===== config.mk =====
export PLATFORM = sky130hd
export DESIGN_NAME = iep_top
export DESIGN_NICKNAME = d
export VERILOG_FILES = /design/src/logic/iep_pkg.sv /design/src/logic/iep_gate.sv /design/src/logic/iep_top.sv
export SDC_FILE = /design/constraint.sdc
export NUM_CORES = 1
export LEC_CHECK = 0
export BUFFER_PORTS_ARGS = -buffer_cell sky130_fd_sc_hd__buf_2
export CORE_ASPECT_RATIO = 1.75
export CORE_UTILIZATION = 35
export CTS_CLUSTER_DIAMETER = 60
export DETAILED_ROUTE_END_ITERATION = 8
export HOLD_SLACK_MARGIN = 0.1
export PLACE_DENSITY = 0.64
export RECOVER_POWER = 50
export SLEW_MARGIN = 20
export SYNTH_ARGS = -nofsm -noshare
export SYNTH_HDL_FRONTEND = slang
export SYNTH_HIERARCHICAL = 1
export SYNTH_SLANG_ARGS = --single-unit

===== constraint.sdc =====
create_clock -name aclk -period 4.2 [get_ports aclk]
set_clock_uncertainty 0.05 [all_clocks]
set_input_delay 0 -clock aclk [delete_from_list [all_inputs] [get_ports aclk]]
set_output_delay 0 -clock aclk [all_outputs]
set_load 0.05 [all_outputs]

===== src/logic/iep_pkg.sv =====
package iep_pkg;

  // Register byte addresses on the register bus.
  localparam logic [7:0] ADDR_ENABLE_FOUR = 8'h00;
  localparam logic [7:0] ADDR_PRIORITY = 8'h04;
  localparam logic [7:0] ADDR_FLAGS = 8'h08;
  localparam logic [7:0] ADDR_IRQ_STATUS = 8'h0c;
  localparam logic [7:0] ADDR_IRQ_MASK = 8'h10;

  // Enable bit positions in the fourth enable register.
  localparam int BIT_LOW_VOLTAGE = 8;
  localparam int BIT_CRC_GEN = 3;
  localparam int BIT_SERIAL_TWO_ERR = 2;
  localparam int BIT_SERIAL_ONE_ERR = 1;
  localparam logic [15:0] ENABLE_FOUR_MASK = 16'h010e;
  localparam logic [15:0] ENABLE_FOUR_RESET = 16'h0000;

  // Priority field positions; each field is three bits wide.
  localparam int PRI_W = 3;
  localparam int POS_TIMER_ONE = 12;
  localparam int POS_COMPARE_ONE = 8;
  localparam int POS_CAPTURE_ONE = 4;
  localparam int POS_EXT_ZERO = 0;
  localparam logic [15:0] PRIORITY_MASK = 16'h7777;
  localparam logic [15:0] PRIORITY_RESET = 16'h4444;

  // Number of requesting sources handled by this block.
  localparam int NSRC = 4;
  localparam logic [3:0] SRC_RESET = 4'h0;

  // AXI response codes.
  localparam logic [1:0] RESP_OKAY = 2'h0;
  localparam logic [1:0] RESP_SLVERR = 2'h2;

endpackage


===== src/logic/iep_gate.sv =====
`timescale 1ns/100ps
`default_nettype none
// Registered per-source gate: forwards a flag only while its enable is set.
module iep_gate (
  input wire logic aclk,
  input wire logic aresetn,
  input wire logic flag,
  input wire logic enable,
  input wire logic [2:0] priority_in,
  output logic req_r,
  output logic [2:0] level_r
);

  // Request and its priority tag are registered together.
  always_ff @(posedge aclk) begin
    if (!aresetn) begin
      req_r <= 1'b0;
      level_r <= 3'h0;
    end else begin
      req_r <= flag & enable;
      level_r <= priority_in;
    end
  end

endmodule
`default_nettype wire


===== src/logic/iep_top.sv =====
// Summary of operation
// - Low-voltage request enable sits at bit 8; one passes, zero blocks.
// - CRC generator request enable sits at bit 3; one enables, zero disables.
// - Second serial port error enable sits at bit 2.
// - First serial port error enable sits at bit 1.
// - Bits 15-9, 7-4 and 0 of enable register read zero, ignore writes.
// - Implemented enable bits are read/write and clear to zero at reset.
// - Timer-one priority at 14-12, compare-one at 10-8, reset 100, 15/11 zero.
// - Low byte holds fields at 6-4 and 2-0, reset 100, bits 7/3 zero.
// - Field 6-4 is capture channel one, field 2-0 is external interrupt zero.
`timescale 1ns/100ps
`default_nettype none
module iep_top (
  input wire logic aclk,
  input wire logic aresetn,
  input wire logic [7:0] s_axi_awaddr,
  input wire logic s_axi_awvalid,
  output logic s_axi_awready,
  input wire logic [31:0] s_axi_wdata,
  input wire logic [3:0] s_axi_wstrb,
  input wire logic s_axi_wvalid,
  output logic s_axi_wready,
  output logic [1:0] s_axi_bresp,
  output logic s_axi_bvalid,
  input wire logic s_axi_bready,
  input wire logic [7:0] s_axi_araddr,
  input wire logic s_axi_arvalid,
  output logic s_axi_arready,
  output logic [31:0] s_axi_rdata,
  output logic [1:0] s_axi_rresp,
  output logic s_axi_rvalid,
  input wire logic s_axi_rready,
  input wire logic low_voltage_flag,
  input wire logic crc_gen_flag,
  input wire logic serial_two_err_flag,
  input wire logic serial_one_err_flag,
  input wire logic timer_one_flag,
  input wire logic compare_one_flag,
  input wire logic capture_one_flag,
  input wire logic ext_irq_zero_flag,
  output logic [3:0] core_req_r,
  output logic [11:0] core_level_r,
  output logic [2:0] timer_one_priority_r,
  output logic [2:0] compare_one_priority_r,
  output logic [2:0] capture_one_priority_r,
  output logic [2:0] ext_irq_zero_priority_r,
  output logic irq_r
);

  // Merges a 32-bit write into a 16-bit register under byte strobes and a keep mask.
  function automatic logic [15:0] merge16(input logic [15:0] old, input logic [31:0] data,
                                          input logic [3:0] strb, input logic [15:0] keep);
    logic [15:0] v;
    v = old;
    if (strb[0]) begin
      v[7:0] = data[7:0];
    end
    if (strb[1]) begin
      v[15:8] = data[15:8];
    end
    return v & keep;
  endfunction

  // Tells whether an address names a mapped register.
  function automatic logic addr_ok(input logic [7:0] a);
    return (a == iep_pkg::ADDR_ENABLE_FOUR) || (a == iep_pkg::ADDR_PRIORITY) ||
           (a == iep_pkg::ADDR_FLAGS) || (a == iep_pkg::ADDR_IRQ_STATUS) ||
           (a == iep_pkg::ADDR_IRQ_MASK);
  endfunction

  // Tells whether a transfer that fires this cycle targets the given register.
  function automatic logic reg_hit(input logic fire, input logic [7:0] a, input logic [7:0] r);
    return fire && (a == r);
  endfunction

  // Maps a priority field index to its bit position, index 0 being the lowest field.
  function automatic int field_pos(input int idx);
    unique case (idx)
      0: return iep_pkg::POS_EXT_ZERO;
      1: return iep_pkg::POS_CAPTURE_ONE;
      2: return iep_pkg::POS_COMPARE_ONE;
      default: return iep_pkg::POS_TIMER_ONE;
    endcase
  endfunction

  // Software-visible register state and flag history.
  logic [15:0] enable_four_r;
  logic [15:0] priority_r;
  logic [3:0] irq_status_r;
  logic [3:0] irq_mask_r;
  logic [3:0] flag_prev_r;

  // Write address and data held until both halves have arrived.
  logic [7:0] aw_addr_r;
  logic [31:0] w_data_r;
  logic [3:0] w_strb_r;
  logic aw_have_r;
  logic w_have_r;

  // Per-source vectors, bit order serial one, serial two, CRC, low voltage.
  logic [3:0] src_flag;
  logic [3:0] src_en;
  logic [3:0] src_rise;
  logic [11:0] src_pri;
  logic [3:0] gate_req;
  logic [11:0] gate_level;
  logic [7:0] all_flags;

  // Bus transfer strobes and register selects.
  logic wr_fire;
  logic rd_fire;
  logic status_read;
  logic wr_enable_four;
  logic wr_priority;
  logic wr_mask;
  logic [15:0] rd_val;

  // Enabled sources in enable-register order: serial one, serial two, CRC, low voltage.
  assign src_flag = {low_voltage_flag,
                     crc_gen_flag,
                     serial_two_err_flag,
                     serial_one_err_flag};
  assign src_en = {enable_four_r[iep_pkg::BIT_LOW_VOLTAGE],
                   enable_four_r[iep_pkg::BIT_CRC_GEN],
                   enable_four_r[iep_pkg::BIT_SERIAL_TWO_ERR],
                   enable_four_r[iep_pkg::BIT_SERIAL_ONE_ERR]};
  assign src_rise = src_flag & ~flag_prev_r;

  // Every flag pin as software sees it live; the upper four have no enable here.
  assign all_flags = {ext_irq_zero_flag,
                      capture_one_flag,
                      compare_one_flag,
                      timer_one_flag,
                      src_flag};

  // Priority of these sources lives in other registers; they reuse the capture field here.
  assign src_pri = {4{priority_r[iep_pkg::POS_CAPTURE_ONE +: iep_pkg::PRI_W]}};

  // One gate per source forwards the flag while enabled.
  genvar gi;
  generate
    for (gi = 0; gi < iep_pkg::NSRC; gi++) begin : g_src
      iep_gate iep_gate_i (
        .aclk(aclk),
        .aresetn(aresetn),
        .flag(src_flag[gi]),
        .enable(src_en[gi]),
        .priority_in(src_pri[gi*3 +: 3]),
        .req_r(gate_req[gi]),
        .level_r(gate_level[gi*3 +: 3])
      );
    end
  endgenerate

  assign core_req_r = gate_req;
  assign core_level_r = gate_level;

  // Write fires once both address and data are held.
  assign wr_fire = aw_have_r && w_have_r && !s_axi_bvalid;
  assign rd_fire = s_axi_arvalid && s_axi_arready;
  assign status_read = reg_hit(rd_fire, s_axi_araddr, iep_pkg::ADDR_IRQ_STATUS);

  // Register selects for the write that fires this cycle.
  assign wr_enable_four = reg_hit(wr_fire, aw_addr_r, iep_pkg::ADDR_ENABLE_FOUR);
  assign wr_priority = reg_hit(wr_fire, aw_addr_r, iep_pkg::ADDR_PRIORITY);
  assign wr_mask = reg_hit(wr_fire, aw_addr_r, iep_pkg::ADDR_IRQ_MASK);

  // Write address ready: a one-cycle pulse once a new address is offered.
  always_ff @(posedge aclk) begin
    if (!aresetn) begin
      s_axi_awready <= 1'b0;
    end else begin
      s_axi_awready <= !aw_have_r && !s_axi_awready && s_axi_awvalid;
    end
  end

  // Write address channel capture.
  always_ff @(posedge aclk) begin
    if (!aresetn) begin
      aw_have_r <= 1'b0;
      aw_addr_r <= 8'h00;
    end else begin
      if (s_axi_awvalid && s_axi_awready) begin
        aw_have_r <= 1'b1;
        aw_addr_r <= s_axi_awaddr;
      end else if (wr_fire) begin
        aw_have_r <= 1'b0;
      end
    end
  end

  // Write data ready: a one-cycle pulse once new data is offered.
  always_ff @(posedge aclk) begin
    if (!aresetn) begin
      s_axi_wready <= 1'b0;
    end else begin
      s_axi_wready <= !w_have_r && !s_axi_wready && s_axi_wvalid;
    end
  end

  // Write data channel capture.
  always_ff @(posedge aclk) begin
    if (!aresetn) begin
      w_have_r <= 1'b0;
      w_data_r <= 32'h00000000;
      w_strb_r <= 4'h0;
    end else begin
      if (s_axi_wvalid && s_axi_wready) begin
        w_have_r <= 1'b1;
        w_data_r <= s_axi_wdata;
        w_strb_r <= s_axi_wstrb;
      end else if (wr_fire) begin
        w_have_r <= 1'b0;
      end
    end
  end

  // Write response.
  always_ff @(posedge aclk) begin
    if (!aresetn) begin
      s_axi_bvalid <= 1'b0;
      s_axi_bresp <= iep_pkg::RESP_OKAY;
    end else if (wr_fire) begin
      s_axi_bvalid <= 1'b1;
      s_axi_bresp <= addr_ok(aw_addr_r) ? iep_pkg::RESP_OKAY : iep_pkg::RESP_SLVERR;
    end else if (s_axi_bready) begin
      s_axi_bvalid <= 1'b0;
    end
  end

  // Fourth enable register: unimplemented bits are masked away on every write.
  always_ff @(posedge aclk) begin
    if (!aresetn) begin
      enable_four_r <= iep_pkg::ENABLE_FOUR_RESET;
    end else if (wr_enable_four) begin
      enable_four_r <= merge16(enable_four_r, w_data_r, w_strb_r,
                               iep_pkg::ENABLE_FOUR_MASK);
    end
  end

  // Priority register: four 3-bit fields, gaps held at zero.
  always_ff @(posedge aclk) begin
    if (!aresetn) begin
      priority_r <= iep_pkg::PRIORITY_RESET;
    end else if (wr_priority) begin
      priority_r <= merge16(priority_r, w_data_r, w_strb_r,
                            iep_pkg::PRIORITY_MASK);
    end
  end

  // Priority fields driven out to the core's arbitration, one registered copy per field.
  genvar fi;
  generate
    for (fi = 0; fi < iep_pkg::NSRC; fi++) begin : g_pri
      logic [2:0] field_r;
      always_ff @(posedge aclk) begin
        if (!aresetn) begin
          field_r <= iep_pkg::PRIORITY_RESET[field_pos(fi) +: iep_pkg::PRI_W];
        end else begin
          field_r <= priority_r[field_pos(fi) +: iep_pkg::PRI_W];
        end
      end
    end
  endgenerate

  // Field copies named for their sources.
  assign timer_one_priority_r = g_pri[3].field_r;
  assign compare_one_priority_r = g_pri[2].field_r;
  assign capture_one_priority_r = g_pri[1].field_r;
  assign ext_irq_zero_priority_r = g_pri[0].field_r;

  // Flag history for edge detection.
  always_ff @(posedge aclk) begin
    if (!aresetn) begin
      flag_prev_r <= iep_pkg::SRC_RESET;
    end else begin
      flag_prev_r <= src_flag;
    end
  end

  // Sticky status of enabled requests; a new event wins over the clearing read.
  always_ff @(posedge aclk) begin
    if (!aresetn) begin
      irq_status_r <= iep_pkg::SRC_RESET;
    end else begin
      irq_status_r <= (status_read ? 4'h0 : irq_status_r) | (src_rise & src_en);
    end
  end

  // Interrupt mask register.
  always_ff @(posedge aclk) begin
    if (!aresetn) begin
      irq_mask_r <= iep_pkg::SRC_RESET;
    end else if (wr_mask && w_strb_r[0]) begin
      irq_mask_r <= w_data_r[3:0];
    end
  end

  // Level interrupt output.
  always_ff @(posedge aclk) begin
    if (!aresetn) begin
      irq_r <= 1'b0;
    end else begin
      irq_r <= |(irq_status_r & irq_mask_r);
    end
  end

  // Read data selection.
  always_comb begin
    rd_val = 16'h0000;
    unique case (s_axi_araddr)
      iep_pkg::ADDR_ENABLE_FOUR: rd_val = enable_four_r;
      iep_pkg::ADDR_PRIORITY: rd_val = priority_r;
      iep_pkg::ADDR_FLAGS: rd_val = {8'h00, all_flags};
      iep_pkg::ADDR_IRQ_STATUS: rd_val = {12'h000, irq_status_r};
      iep_pkg::ADDR_IRQ_MASK: rd_val = {12'h000, irq_mask_r};
      default: rd_val = 16'h0000;
    endcase
  end

  // Read address ready: a one-cycle pulse while no answer is pending.
  always_ff @(posedge aclk) begin
    if (!aresetn) begin
      s_axi_arready <= 1'b0;
    end else begin
      s_axi_arready <= s_axi_arvalid && !s_axi_arready && !s_axi_rvalid;
    end
  end

  // Read channel: one read outstanding, answer one cycle after acceptance.
  always_ff @(posedge aclk) begin
    if (!aresetn) begin
      s_axi_rvalid <= 1'b0;
      s_axi_rdata <= 32'h00000000;
      s_axi_rresp <= iep_pkg::RESP_OKAY;
    end else begin
      if (rd_fire) begin
        s_axi_rvalid <= 1'b1;
        s_axi_rdata <= {16'h0000, rd_val};
        s_axi_rresp <= addr_ok(s_axi_araddr) ? iep_pkg::RESP_OKAY : iep_pkg::RESP_SLVERR;
      end else if (s_axi_rready) begin
        s_axi_rvalid <= 1'b0;
      end
    end
  end

endmodule
`default_nettype wire


# Word level (Yosys, flattened, before mapping)
# Cells that the tools add are included.
# totals
regBits,100
inputBits,67
output_inout_bits,70
# classes
n_eq_ne,8
muxes,11
bitwise_logic,9
reduce_logical,42
# op_table
cell,n
$pmux 15 s5,1
$eq 8x4->1 const B,4
$eq 8x3->1 const B,2
$eq 8x5->1 const B,2
$logic_and 1x1->1,16
$logic_not 8->1,2
$and 4x4->4,3
$logic_or 1x1->1,8
$reduce_and 2->1,4
$reduce_bool 2->1,4
$logic_not 1->1,7
$mux 1,7
$and 1x1->1,4
$mux 2,2
$mux 4,1
$not 4->4,1
$or 4x4->4,1
$reduce_or 4->1,1

# Depth between registers and ports, before layout
# Gate-level depths: netlist (run 1).
# logic_depth
depth_word,6
ltp_mapped,5
mapped_depth_nobuf,3

# Hierarchy
# Netlist (run 1), hierarchy kept.
# modules_own_cells
module,instances,cells_per_inst,area_each_um2
iep_top,1,397,3585.9
iep_gate,4,8,108.9

# Worst setup path after synthesis (run 1)
# Ideal clock, no wire load.
# synth_path
kind,register to register
from,reg s_axi_bvalid
to,reg priority_r[10]
setup_ns,0.121
t_arrival_ns,1.881
t_required_ns,4.029
slack_ns,2.148
stages_incl_launch_ff,5
n_path_buf,1
period_less_slack_ns,2.052
cell_sequence,dfxtp_1 > or4b_1 > buf_2 > nor3_4 > mux2_2
# synth_between
elab_chain_cells,4
# synth_rtl
item,line_no,text
from (decl),iep_top.sv:24,"output logic s_axi_bvalid,"
from (signal assigned),iep_top.sv:221,s_axi_bvalid <= 1'b0;
from (signal assigned),iep_top.sv:224,s_axi_bvalid <= 1'b1;
from (signal assigned),iep_top.sv:227,s_axi_bvalid <= 1'b0;
$logic_not 1->1,iep_top.sv:159,assign wr_fire = aw_have_r && w_have_r && !s_axi_bvalid;
$logic_and 1x1->1,iep_top.sv:159,
$logic_and 1x1->1,iep_top.sv:73,return fire && (a == r);
$reduce_and 2->1 (no source line),--,
to (signal assigned),iep_top.sv:244,priority_r <= iep_pkg::PRIORITY_RESET;
to (signal assigned),iep_top.sv:246,"priority_r <= merge16(priority_r, w_data_r, w_strb_r,"
to (decl),iep_top.sv:88,logic [15:0] priority_r;
# Every way passes these cells.
# A chain may end at the register's enable or synchronous reset.

# Worst setup path in the final report (run 1)
# layout_path
from,in aresetn
to,reg w_data_r[5]
# layout_rtl
item,line_no,text
from (decl),iep_top.sv:15,"input wire logic aresetn,"
to (signal assigned),iep_top.sv:210,w_data_r <= s_axi_wdata;
to (decl),iep_top.sv:95,logic [31:0] w_data_r;
# No word-level cell between the ends.

==> impl_metrics.yaml, run 1 <==
sta:
  slew_violations: 0
  max_freq_mhz: 373.5
  max-slew-margin-rel_pct: 35.73
  setup_viol: 0
  worst_slew_pin_slew_ps: 964.1
  finalWorstSetupSlack_ps: 1523
  fin_tns_setup_ps: 0
  period_share_pct: 63.75
  hold_violations: 0
  timing.hold.ws_ps: 130.5
  layout_min_cycle_time_ps: 2677
  rsz0062_at_grt: "false"
synthesis:
  synth_compound_area_share_pct: 10.73
  synth_simple_gate_area_share_pct: 23.58
  synthAdderAreaFrac_pct: 0
  synth_edf_count: 0
  synth_cells: 429
  synthArstFlopShare_pct: 0
  ys_warn_count: 6
  synthFlopType: "dfxtp_1"
  avgSynthCellArea_um2: 9.374
  ys_ff_latch: 103
  syn_area_um2: 4021
  synth_cell_types: 53
  synth_top_family_by_area: "simple AND/OR/NAND/NOR gates"
  muxShareOfSynthArea_pct: 6.534
  seq_area_frac_synth_pct: 51.28
  synth_xor_xnor_area_share_pct: 0
clock_network:
  clock_path_buffers: 2
  cts_repair_resize_count: 0
  post-cts-setup-buffers: 0
  path_clk_slew_ps: 70
  cts_htree_levels: 3
  cts-root-buf: "clkbuf_16"
  cts_tree: "yes"
  numCtsBuffers: 9
  cts.sinks: 103
  clkLatencyLatePin_ps: 340
  postCtsHoldBufs: 51
worst_hold_path:
  hp-class: "in -> reg"
worst_setup_path:
  path_class: "in -> reg"
  cp.required_ps: 4420
  rrSetupSlack_ps: 2100
  arrival_ps: 2890
  crit_path_start_kind: "input port"
  crit_fanout: 42
  critPathCaptureType: "register"
finish:
  fin_nets: 631
  insertedDiodeCount: 0
  post-route-util_pct: 47.03
  area_delta_synth_final_pct: 30.59
  num-fill-cells: 1095
  layout-drive-gt1-share_pct: 16.34
floorplanning:
  dieArea_um2: 11940
  initial_core_util_pct: 36.01
  die_w_um: 83.03
  rows: 51
  io_pins: 137
  die_h_um: 143.8
  core-area_um2: 11170
power_and_ir_drop:
  ir_drop_mv: 0.2675
  p_leak_nw: 2.075
  power_density_nw_per_um2: 388.1
  total_power_mw: 2.038
drt:
  drtPass1Iterations: 4
  drt-initial-drc-count: 139
  vias: 3421
  wl_per_cell_um: 13.83
  drc: 0
  final_antenna_net_count: 0
  wirelength_mm: 9.697
  viasPerCell: 4.880
status:
  status: "complete, no violations"
global_routing:
  grtUsageTotal_pct: 16.39
  grt_pass1_vias: 3316
  grt-ovfl-total: 0
  grt_pass1_wl_mm: 15.46
  grt_max_degree: 43
  antenna_found_initial: 0
placement:
  place_congestion: 0.8999
  hpwl_mm: 6.875
  port-buffer-count: 95
  dpl_worst_slack_ps: 2059
run:
  cap_violations: 0
stage by stage:
stage	instance area [µm²]	cells
CTS	5315	701
floorplan	4093	448
global placement	4496	634
detailed placement	4496	634
global route	5251	701
finish	5251	701
cell type report:
type	count	area, µm²	share of cell area, %
repair buffers	148	937.1	17.85
clock buffers	11	252.7	4.813
well taps	132	165.2	3.145
clock inverters	5	56.30	1.072
multi-input cells	286	1718	32.71
inverters	16	60.06	1.144
flip-flops and latches	103	2062	39.27
flip-flops by register name (all words and copies together), names as in the netlist, 2 cells and up:
name	count
s_axi_rdata	14
aw_addr_r	8
capture_one_priority_r	3
compare_one_priority_r	3
irq_status_r	4
priority_r	12
w_data_r	13
enable_four_r	4
w_strb_r	2
g_src.iep_gate_i/req_r	4
g_src.iep_gate_i/level_r	12
ext_irq_zero_priority_r	3
irq_mask_r	4
flag_prev_r	4
timer_one_priority_r	3
cells in the mapped netlist (2+ instances only):
library cell | number | area share, %
mux2_2 | 10 | 2.8
a21oi_1 | 37 | 4.6
mux2i_1 | 15 | 3.7
nor2_1 | 5 | 0.47
buf_4 | 20 | 3.7
and2_2 | 12 | 2.2
inv_1 | 15 | 1.4
nor4bb_1 | 3 | 0.75
and3_1 | 8 | 1.2
nand4_1 | 5 | 0.78
nor3_4 | 2 | 0.81
clkbuf_1 | 19 | 1.8
o31ai_1 | 2 | 0.37
a31oi_1 | 5 | 0.78
or3b_2 | 2 | 0.44
buf_6 | 2 | 0.56
and2_1 | 7 | 1.1
nand3b_1 | 5 | 0.93
o21ai_0 | 5 | 0.62
or4_1 | 2 | 0.37
nand2_1 | 78 | 7.3
nor3_1 | 5 | 0.62
nor3b_1 | 2 | 0.37
a22oi_1 | 4 | 0.75
a221o_1 | 3 | 0.75
a21o_1 | 4 | 0.75
nand2b_1 | 10 | 1.6
or4bb_1 | 2 | 0.56
nor4_1 | 2 | 0.31
a211oi_1 | 2 | 0.37
dfxtp_1 | 103 | 51
nand3_1 | 12 | 1.5
kinds of logic after synthesis:
family / count (synthesis)
simple gates: 171
flops: 103
compound gates: 70
buf+inv: 59
mux: 25
other cells: 1
critical path: stages:
cell,delay [ps]
dlygate4sd3_1,520
clkbuf_1,720
buf_4,520
clkinv_1,530
buf_4,420
a21oi_1,160
path summary, 6_finish.rpt:
kind | start | endpoint | cells past startpoint
max | aresetn | w_data_r[5]$_SDFFE_PN0P_ | 6
min reg2reg | s_axi_rdata[7]$_SDFFE_PN0P_ | s_axi_rdata[7]$_SDFFE_PN0P_ | 2
min | s_axi_araddr[1] | s_axi_rdata[2]$_SDFFE_PN0P_ | 4
max reg2reg | s_axi_bvalid$_SDFFE_PN0P_ | priority_r[6]$_SDFFE_PN1P_ | 3
layer usage:
layer | wire length, µm | share of wire [%] | track usage [%] | vias up
met3 | 351 | 3.6 | 3.044 | 16
met4 | 248 | 2.6 | 7.441 | 0
met5 | 0 | 0 | 0 | -
met1 | 3792 | 39 | 16.87 | 1608
met2 | 5303 | 55 | 31.71 | 93
li1 | - | - | - | 1704
layout by cell type, fill, tap and decap left out, types with 10 or more instances in the layout:
master         netlist  routed
nand2_1             78      78
clkbuf_1            19      51
inv_1               15      15
conb_1               1      20
dfxtp_1            103     103
mux2_2              10      10
dlygate4sd3_1        0      51
a21oi_1             37      37
mux2i_1             15      15
nand2b_1            10      10
and2_2              12      12
nand3_1             12      12
buf_2                1      44
power by group:
group          internal, mW  switching [mW]  leakage (nW)  total [mW]
Clock                 0.493           0.355         0.152       0.849
Combinational        0.0654           0.122          1.09       0.187
Sequential            0.991          0.0105         0.835        1.00
Note: power is estimated with default switching activity, not from simulation.
==> run 2: changes to the inputs <==
--- a/config.mk
+++ b/config.mk
@@ -11,7 +11,7 @@
 export CTS_CLUSTER_DIAMETER = 60
 export DETAILED_ROUTE_END_ITERATION = 8
 export HOLD_SLACK_MARGIN = 0.1
-export PLACE_DENSITY = 0.64
+export PLACE_DENSITY = 0.66
 export RECOVER_POWER = 50
 export SLEW_MARGIN = 20
 export SYNTH_ARGS = -nofsm -noshare
==> constraint.sdc (replaced) <==
create_clock -name aclk -period 2.4 [get_ports aclk]
set_clock_uncertainty 0.05 [all_clocks]
set_input_delay 0 -clock aclk [delete_from_list [all_inputs] [get_ports aclk]]
set_output_delay 0 -clock aclk [all_outputs]
set_load 0.05 [all_outputs]
==> run 2 against run 1 <==
Against the previous run:
- sequential share of layout area down 0.19 points
- via count up 0.79%
- critical path depth unchanged
- sequential power up 75%
- cell area up 0.48%
- utilization up 0.22 points
- clock power up 72%
- first-iteration DRC count up 22%
- largest power group unchanged
==> impl_metrics.yaml, run 2 (synthesis gave the netlist of run 1 again) <==
status:
  status: "complete, no violations"
finish:
  insertedDiodeCount: 0
  final_common_cell: "dfxtp_1"
  fin_nets: 636
  mostFrequentLayoutCells: "dfxtp_1, nand2_1, dlygate4sd3_1, clkbuf_1, buf_2"
  regMostFlops: "s_axi_rdata"
  layout-drive-gt1-share_pct: 16.93
  area_delta_synth_final_pct: 31.21
  post-route-util_pct: 47.25
  largest_reg_flops: 14
  top_regs: "s_axi_rdata (14), w_data_r (13)"
clock_network:
  cts_repair_resize_count: 0
  numCtsBuffers: 9
  cts-root-buf: "clkbuf_16"
  cts.sinks: 103
  clock_path_buffers: 2
  cts_htree_levels: 3
  cts_tree: "yes"
  clkLatencyLatePin_ps: 350
  path_clk_slew_ps: 70
  postCtsHoldBufs: 52
  post-cts-setup-buffers: 0
global_routing:
  grt_pass1_vias: 3374
  grt-ovfl-total: 0
  antenna_found_initial: 0
  grtUsageTotal_pct: 16.37
  grt_pass1_wl_mm: 15.45
  grt_max_degree: 36
worst_setup_path:
  crit_fanout: 6
  slowest_stage: "or4_1"
  r2r-start: "s_axi_bvalid$_SDFFE_PN0P_"
  path_class: "in -> reg"
  crit_path_start_kind: "input port"
  reg2reg_depth: 3
  crit_chain: "dlygate4sd3_1 > clkbuf_2 > or4_1 > or4_1 > dlygate4sd3_1 > a21oi_1"
  cp.required_ps: 2620
  r2r_end: "priority_r[6]$_SDFFE_PN1P_"
  rrSetupSlack_ps: 350
  critPathCaptureType: "register"
  arrival_ps: 2480
  crit_buf_inv: 3
  slowest_delay_ps: 640
  cpLargestDelayFamily: "buffers and inverters"
floorplanning:
  initial_core_util_pct: 36.01
  core-area_um2: 11170
  rows: 51
  dieArea_um2: 11940
  io_pins: 137
  die_w_um: 83.03
  die_h_um: 143.8
sta:
  slew_violations: 0
  fin_tns_setup_ps: 0
  max-slew-margin-rel_pct: 55.96
  setup_viol: 0
  layout_min_cycle_time_ps: 2257
  finalWorstSetupSlack_ps: 143.0
  hold_violations: 0
  period_share_pct: 94.04
  timing.hold.ws_ps: 132.6
  rsz0062_at_grt: "false"
  max_freq_mhz: 443.1
  worst_slew_pin_slew_ps: 660.7
power_and_ir_drop:
  total_power_mw: 3.548
  power_density_nw_per_um2: 672.4
  ir_drop_mv: 0.4484
  p_leak_nw: 2.087
worst_hold_path:
  worstHoldPathCells: 4
  hp-start: "s_axi_araddr[0]"
  hp-class: "in -> reg"
  hold_end: "s_axi_rdata[2]$_SDFFE_PN0P_"
placement:
  hpwl_mm: 7.028
  port-buffer-count: 95
  dpl_worst_slack_ps: 344.7
  place_congestion: 0.8575
drt:
  wirelength_mm: 9.817
  drt-initial-drc-count: 169
  drc: 0
  viasPerCell: 4.891
  drtPass1Iterations: 4
  final_antenna_net_count: 0
  wl_per_cell_um: 13.92
  vias: 3448
run:
  cap_violations: 0
[run 2: cell types whose count changed in the layout (fill, tap and decap cells not counted)]
cell | before | now
and2_0 | 0 | 1
and2_1 | 7 | 6
buf_4 | 2 | 5
clkbuf_1 | 51 | 50
clkbuf_2 | 0 | 2
clkbuf_8 | 2 | 0
clkinv_2 | 2 | 1
clkinv_4 | 1 | 0
clkinvlp_4 | 1 | 2
dlygate4sd3_1 | 51 | 52
inv_6 | 0 | 1
inv_8 | 0 | 1
[run 2: final cells by class]
type / count / area, µm²
Inverter: 16 / 60.06
Clock inverter: 6 / 70.07
Fill cell: 1099 / 5891
Tap cell: 132 / 165.2
Multi-Input combinational cell: 286 / 1718
Sequential cell: 103 / 2062
Clock buffer: 9 / 225.2
Timing Repair Buffer: 153 / 975.9
[run 2: report_power, final]
group	internal (mW)	total (mW)	switching (mW)
Sequential	1.73	1.75	0.0187
Clock	0.812	1.46	0.652
Combinational	0.118	0.330	0.212
[run 2: layer usage]
layer  global-route usage (%)  vias up  part of all wire [%]
met4                    9.619        0                   3.8
li1                         -     1710                     -
met2                    32.31      117                    56
met1                    15.58     1594                    37
met5                        0        -                     0
met3                    2.872       27                   4.0
[run 2: through the flow]
stage / instance area [µm²] / instances
global route: 5276 / 705
global placement: 4526 / 638
floorplan: 4093 / 448
finish: 5276 / 705
detailed placement: 4526 / 638
CTS: 5341 / 705
[run 2: worst reg2reg max path: cells and delay by family, from the launching register on]
kind / cells / cell delay [ps]
and+or+nand+nor: 2 / 1170
DFF: 1 / 340
muxes: 1 / 390
[run 2: worst max path at each step]
stage | slack (ps) | startpoint | depth (start not counted) | end
6_report | 140 | s_axi_araddr[1] | 6 | s_axi_rdata[7]$_SDFFE_PN0P_
5_1_grt | 50 | s_axi_araddr[1] | 6 | s_axi_rdata[7]$_SDFFE_PN0P_
4_1_cts | 150 | s_axi_araddr[1] | 6 | s_axi_rdata[7]$_SDFFE_PN0P_
3_5_place_dp | 340 | s_axi_bvalid$_SDFFE_PN0P_ | 3 | priority_r[2]$_SDFFE_PN1P_
3_3_place_gp | 370 | s_axi_bvalid$_SDFFE_PN0P_ | 3 | priority_r[2]$_SDFFE_PN1P_
2_1_floorplan | 350 | s_axi_bvalid$_SDFFE_PN0P_ | 4 | priority_r[10]$_SDFFE_PN1P_
==> run 3: changes to the inputs <==
--- a/config.mk
+++ b/config.mk
@@ -5,6 +5,7 @@
 export SDC_FILE = /design/constraint.sdc
 export NUM_CORES = 1
 export LEC_CHECK = 0
+export ABC_AREA = 1
 export BUFFER_PORTS_ARGS = -buffer_cell sky130_fd_sc_hd__buf_2
 export CORE_ASPECT_RATIO = 1.75
 export CORE_UTILIZATION = 35
==> run 3 against run 2 <==
Against the previous run:
- routed wire length fell by 9.8%
- synthesized cell count rose by 21%
- sequential share of layout area rose by 1.5 points
- critical endpoint unchanged
- cell count rose by 11%
- hold slack improved by 1.4 ps
- power barely moved
- clock power barely moved
==> impl_metrics.yaml, run 3 <==
clock_network:
  numCtsBuffers: 9
  clkLatencyLatePin_ps: 340
  clock_path_buffers: 2
  cts.sinks: 103
  path_clk_slew_ps: 60
  post-cts-setup-buffers: 0
  cts_tree: "yes"
  cts_htree_levels: 3
  cts-root-buf: "clkbuf_16"
worst_setup_path:
  cp.required_ps: 2620
  path_class: "reg -> reg"
  crit_fanout: 15
  critPathCaptureType: "register"
  reg2reg_depth: 6
  crit_chain: "nand2_1 > buf_4 > inv_1 > nand4_1 > dlygate4sd3_1 > a21oi_1"
  crit_path_start: "s_axi_arready$_SDFF_PN0_"
  arrival_ps: 2100
  slowest_stage: "dlygate4sd3_1"
  r2r-start: "s_axi_arready$_SDFF_PN0_"
  slowest_delay_ps: 580
  crit_path_start_kind: "register"
synthesis:
  ys_ff_latch: 103
  seq_area_frac_synth_pct: 51.65
  synth_cell_types: 29
  yosysTopAreaCell: "dfxtp_1"
  syn_area_um2: 3993
  synthMostInstantiatedCell: "nand2_1"
  ys_warn_count: 6
  avgSynthCellArea_um2: 7.678
  synthArstFlopShare_pct: 0
  synth_cells: 520
  synth_edf_count: 0
  ys_top_cells_by_count: "nand2_1, dfxtp_1, inv_1"
  synthFlopType: "dfxtp_1"
  yosys-top-cells-area: "dfxtp_1, nand2_1, inv_1"
  synth_top_cell_area_share_pct: 51.65
floorplanning:
  die_h_um: 143.3
  io_pins: 137
  die_w_um: 82.74
  initial_core_util_pct: 35.96
  dieArea_um2: 11860
  core-area_um2: 11100
  rows: 51
power_and_ir_drop:
  power_density_nw_per_um2: 697.5
  pwr-share-seq_pct: 49.7
  p_leak_nw: 2.368
  power_frac_comb_pct: 9.4
  ir_drop_mv: 0.4276
  power_switching_mw: 0.8422
  intPower_mw: 2.704
  sw_frac_of_total_pct: 23.75
  clockPowerShare_pct: 40.9
global_routing:
  grt-ovfl-total: 0
  grt_pass1_wl_mm: 14.56
  antenna_found_initial: 0
  grt_max_degree: 44
  grtUsageTotal_pct: 16.13
  grt_pass1_vias: 3348
run:
  cap_violations: 0
drt:
  vias: 3529
  drtPass1Iterations: 4
  drc: 0
  viasPerCell: 4.507
  drt-initial-drc-count: 183
  wl_per_cell_um: 11.31
  final_antenna_net_count: 0
  wirelength_mm: 8.858
worst_hold_path:
  worstHoldPathCells: 4
  hp-start: "aresetn"
  hp-class: "in -> reg"
sta:
  rsz0062_at_grt: "false"
  timing.hold.ws_ps: 134.0
  max_freq_mhz: 530.7
  fin_tns_setup_ps: 0
  setup_viol: 0
  hold_violations: 0
  period_share_pct: 78.52
  max-slew-margin-rel_pct: 50.26
  layout_min_cycle_time_ps: 1884
  slew_violations: 0
  worst_slew_pin_slew_ps: 745.2
finish:
  mostFrequentLayoutCells: "nand2_1, dfxtp_1, inv_1, nor2_1, buf_2"
  largest_reg_flops: 14
  regMostFlops: "s_axi_rdata"
  final_cells: 783
  final_common_cell: "nand2_1"
  top_regs: "s_axi_rdata (14), w_data_r (13)"
  fin_nets: 715
  layout-drive-gt1-share_pct: 12.90
  insertedDiodeCount: 0
  area_delta_synth_final_pct: 27.36
status:
  status: "complete, no violations"
placement:
  place_congestion: 0.8545
  port-buffer-count: 95
  hpwl_mm: 6.427
  place_inst: 732
## run 3: cell count changes after synthesis, sizes merged, moves of 14 or more
cell,delta
nor2,+59
inv,+61
nand2,+30
nand3,+14
and2,-19
mux2i,-15
o21ai,+38
## run 3: logic make-up (layout without fill, tap and decap cells)
| family | Yosys count | after routing | synth area share, % |
|---|---|---|---|
| AOI/OAI and AO/OA | 90 | 90 | 11.78 |
| buffers and inverters | 113 | 225 | 13.26 |
| DFF | 103 | 103 | 51.65 |
| other | 1 | 20 | 0.09392 |
| and+or+nand+nor | 213 | 213 | 23.22 |
## run 3: metrics by stage
stage	util (%)	area, µm²	setup slack, ps	power (mW)
2_1_floorplan	-	4064	876.8	2.037
5_1_grt	45.80	5085	340.1	3.695
3_5_place_dp	40.38	4483	920.7	2.094
4_1_cts	46.38	5150	506.8	3.595
3_3_place_gp	40.38	4483	949.0	2.090
6_report	45.80	5085	515.6	3.547
## run 3: final timing paths
check | to | slack, ps
setup / recovery | s_axi_rdata[7]$_SDFFE_PN0P_ | 520
hold / removal | g_src[3].iep_gate_i/req_r$_SDFF_PN0_ | 130
setup reg to reg | s_axi_rdata[7]$_SDFFE_PN0P_ | 520
hold reg to reg | compare_one_priority_r[0]$_SDFF_PN0_ | 370
## run 3: layout make-up
| type | instances | area (µm²) |
|---|---|---|
| Fill cell | 1151 | 6018 |
| Sequential cell | 103 | 2062 |
| Multi-Input combinational cell | 323 | 1460 |
| Timing Repair Buffer | 135 | 815.8 |
| Inverter | 76 | 285.3 |
| Clock buffer | 11 | 252.7 |
| Tap cell | 132 | 165.2 |
| Clock inverter | 3 | 43.79 |
## run 3: timing repair
| item | 4_1_cts | 5_1_grt |
|---|---|---|
| resized for setup | 0 | 0 |
| hold buffers | 37 | 0 |
| endpoints found under the hold margin | 48 | 0 |
## run 3: power groups by stage
stage | sequential [mW] | clock (mW) | combinational (mW)
after CTS | 1.76 | 1.49 | 0.336
final | 1.76 | 1.45 | 0.333
after detailed placement | 1.80 | 0 | 0.291
after floorplan | 1.83 | 0 | 0.203
after global routing | 1.77 | 1.56 | 0.366
after global placement | 1.80 | 0 | 0.288
## run 3: routing by layer
layer,routed length [µm],global-route usage (%),vias up
met5,0,0,-
met4,280,9.074,0
met3,500,3.556,20
met2,4470,28.82,124
met1,3606,16.76,1550
li1,-,-,1835
## run 3: critical path: cells and delay by family (launching register included)
kind                   cells  cell delay, ps
AND/OR/NAND/NOR            2             200
AO/OA/AOI/OAI              1             110
buffers and inverters      3            1090
flip-flops                 1             360
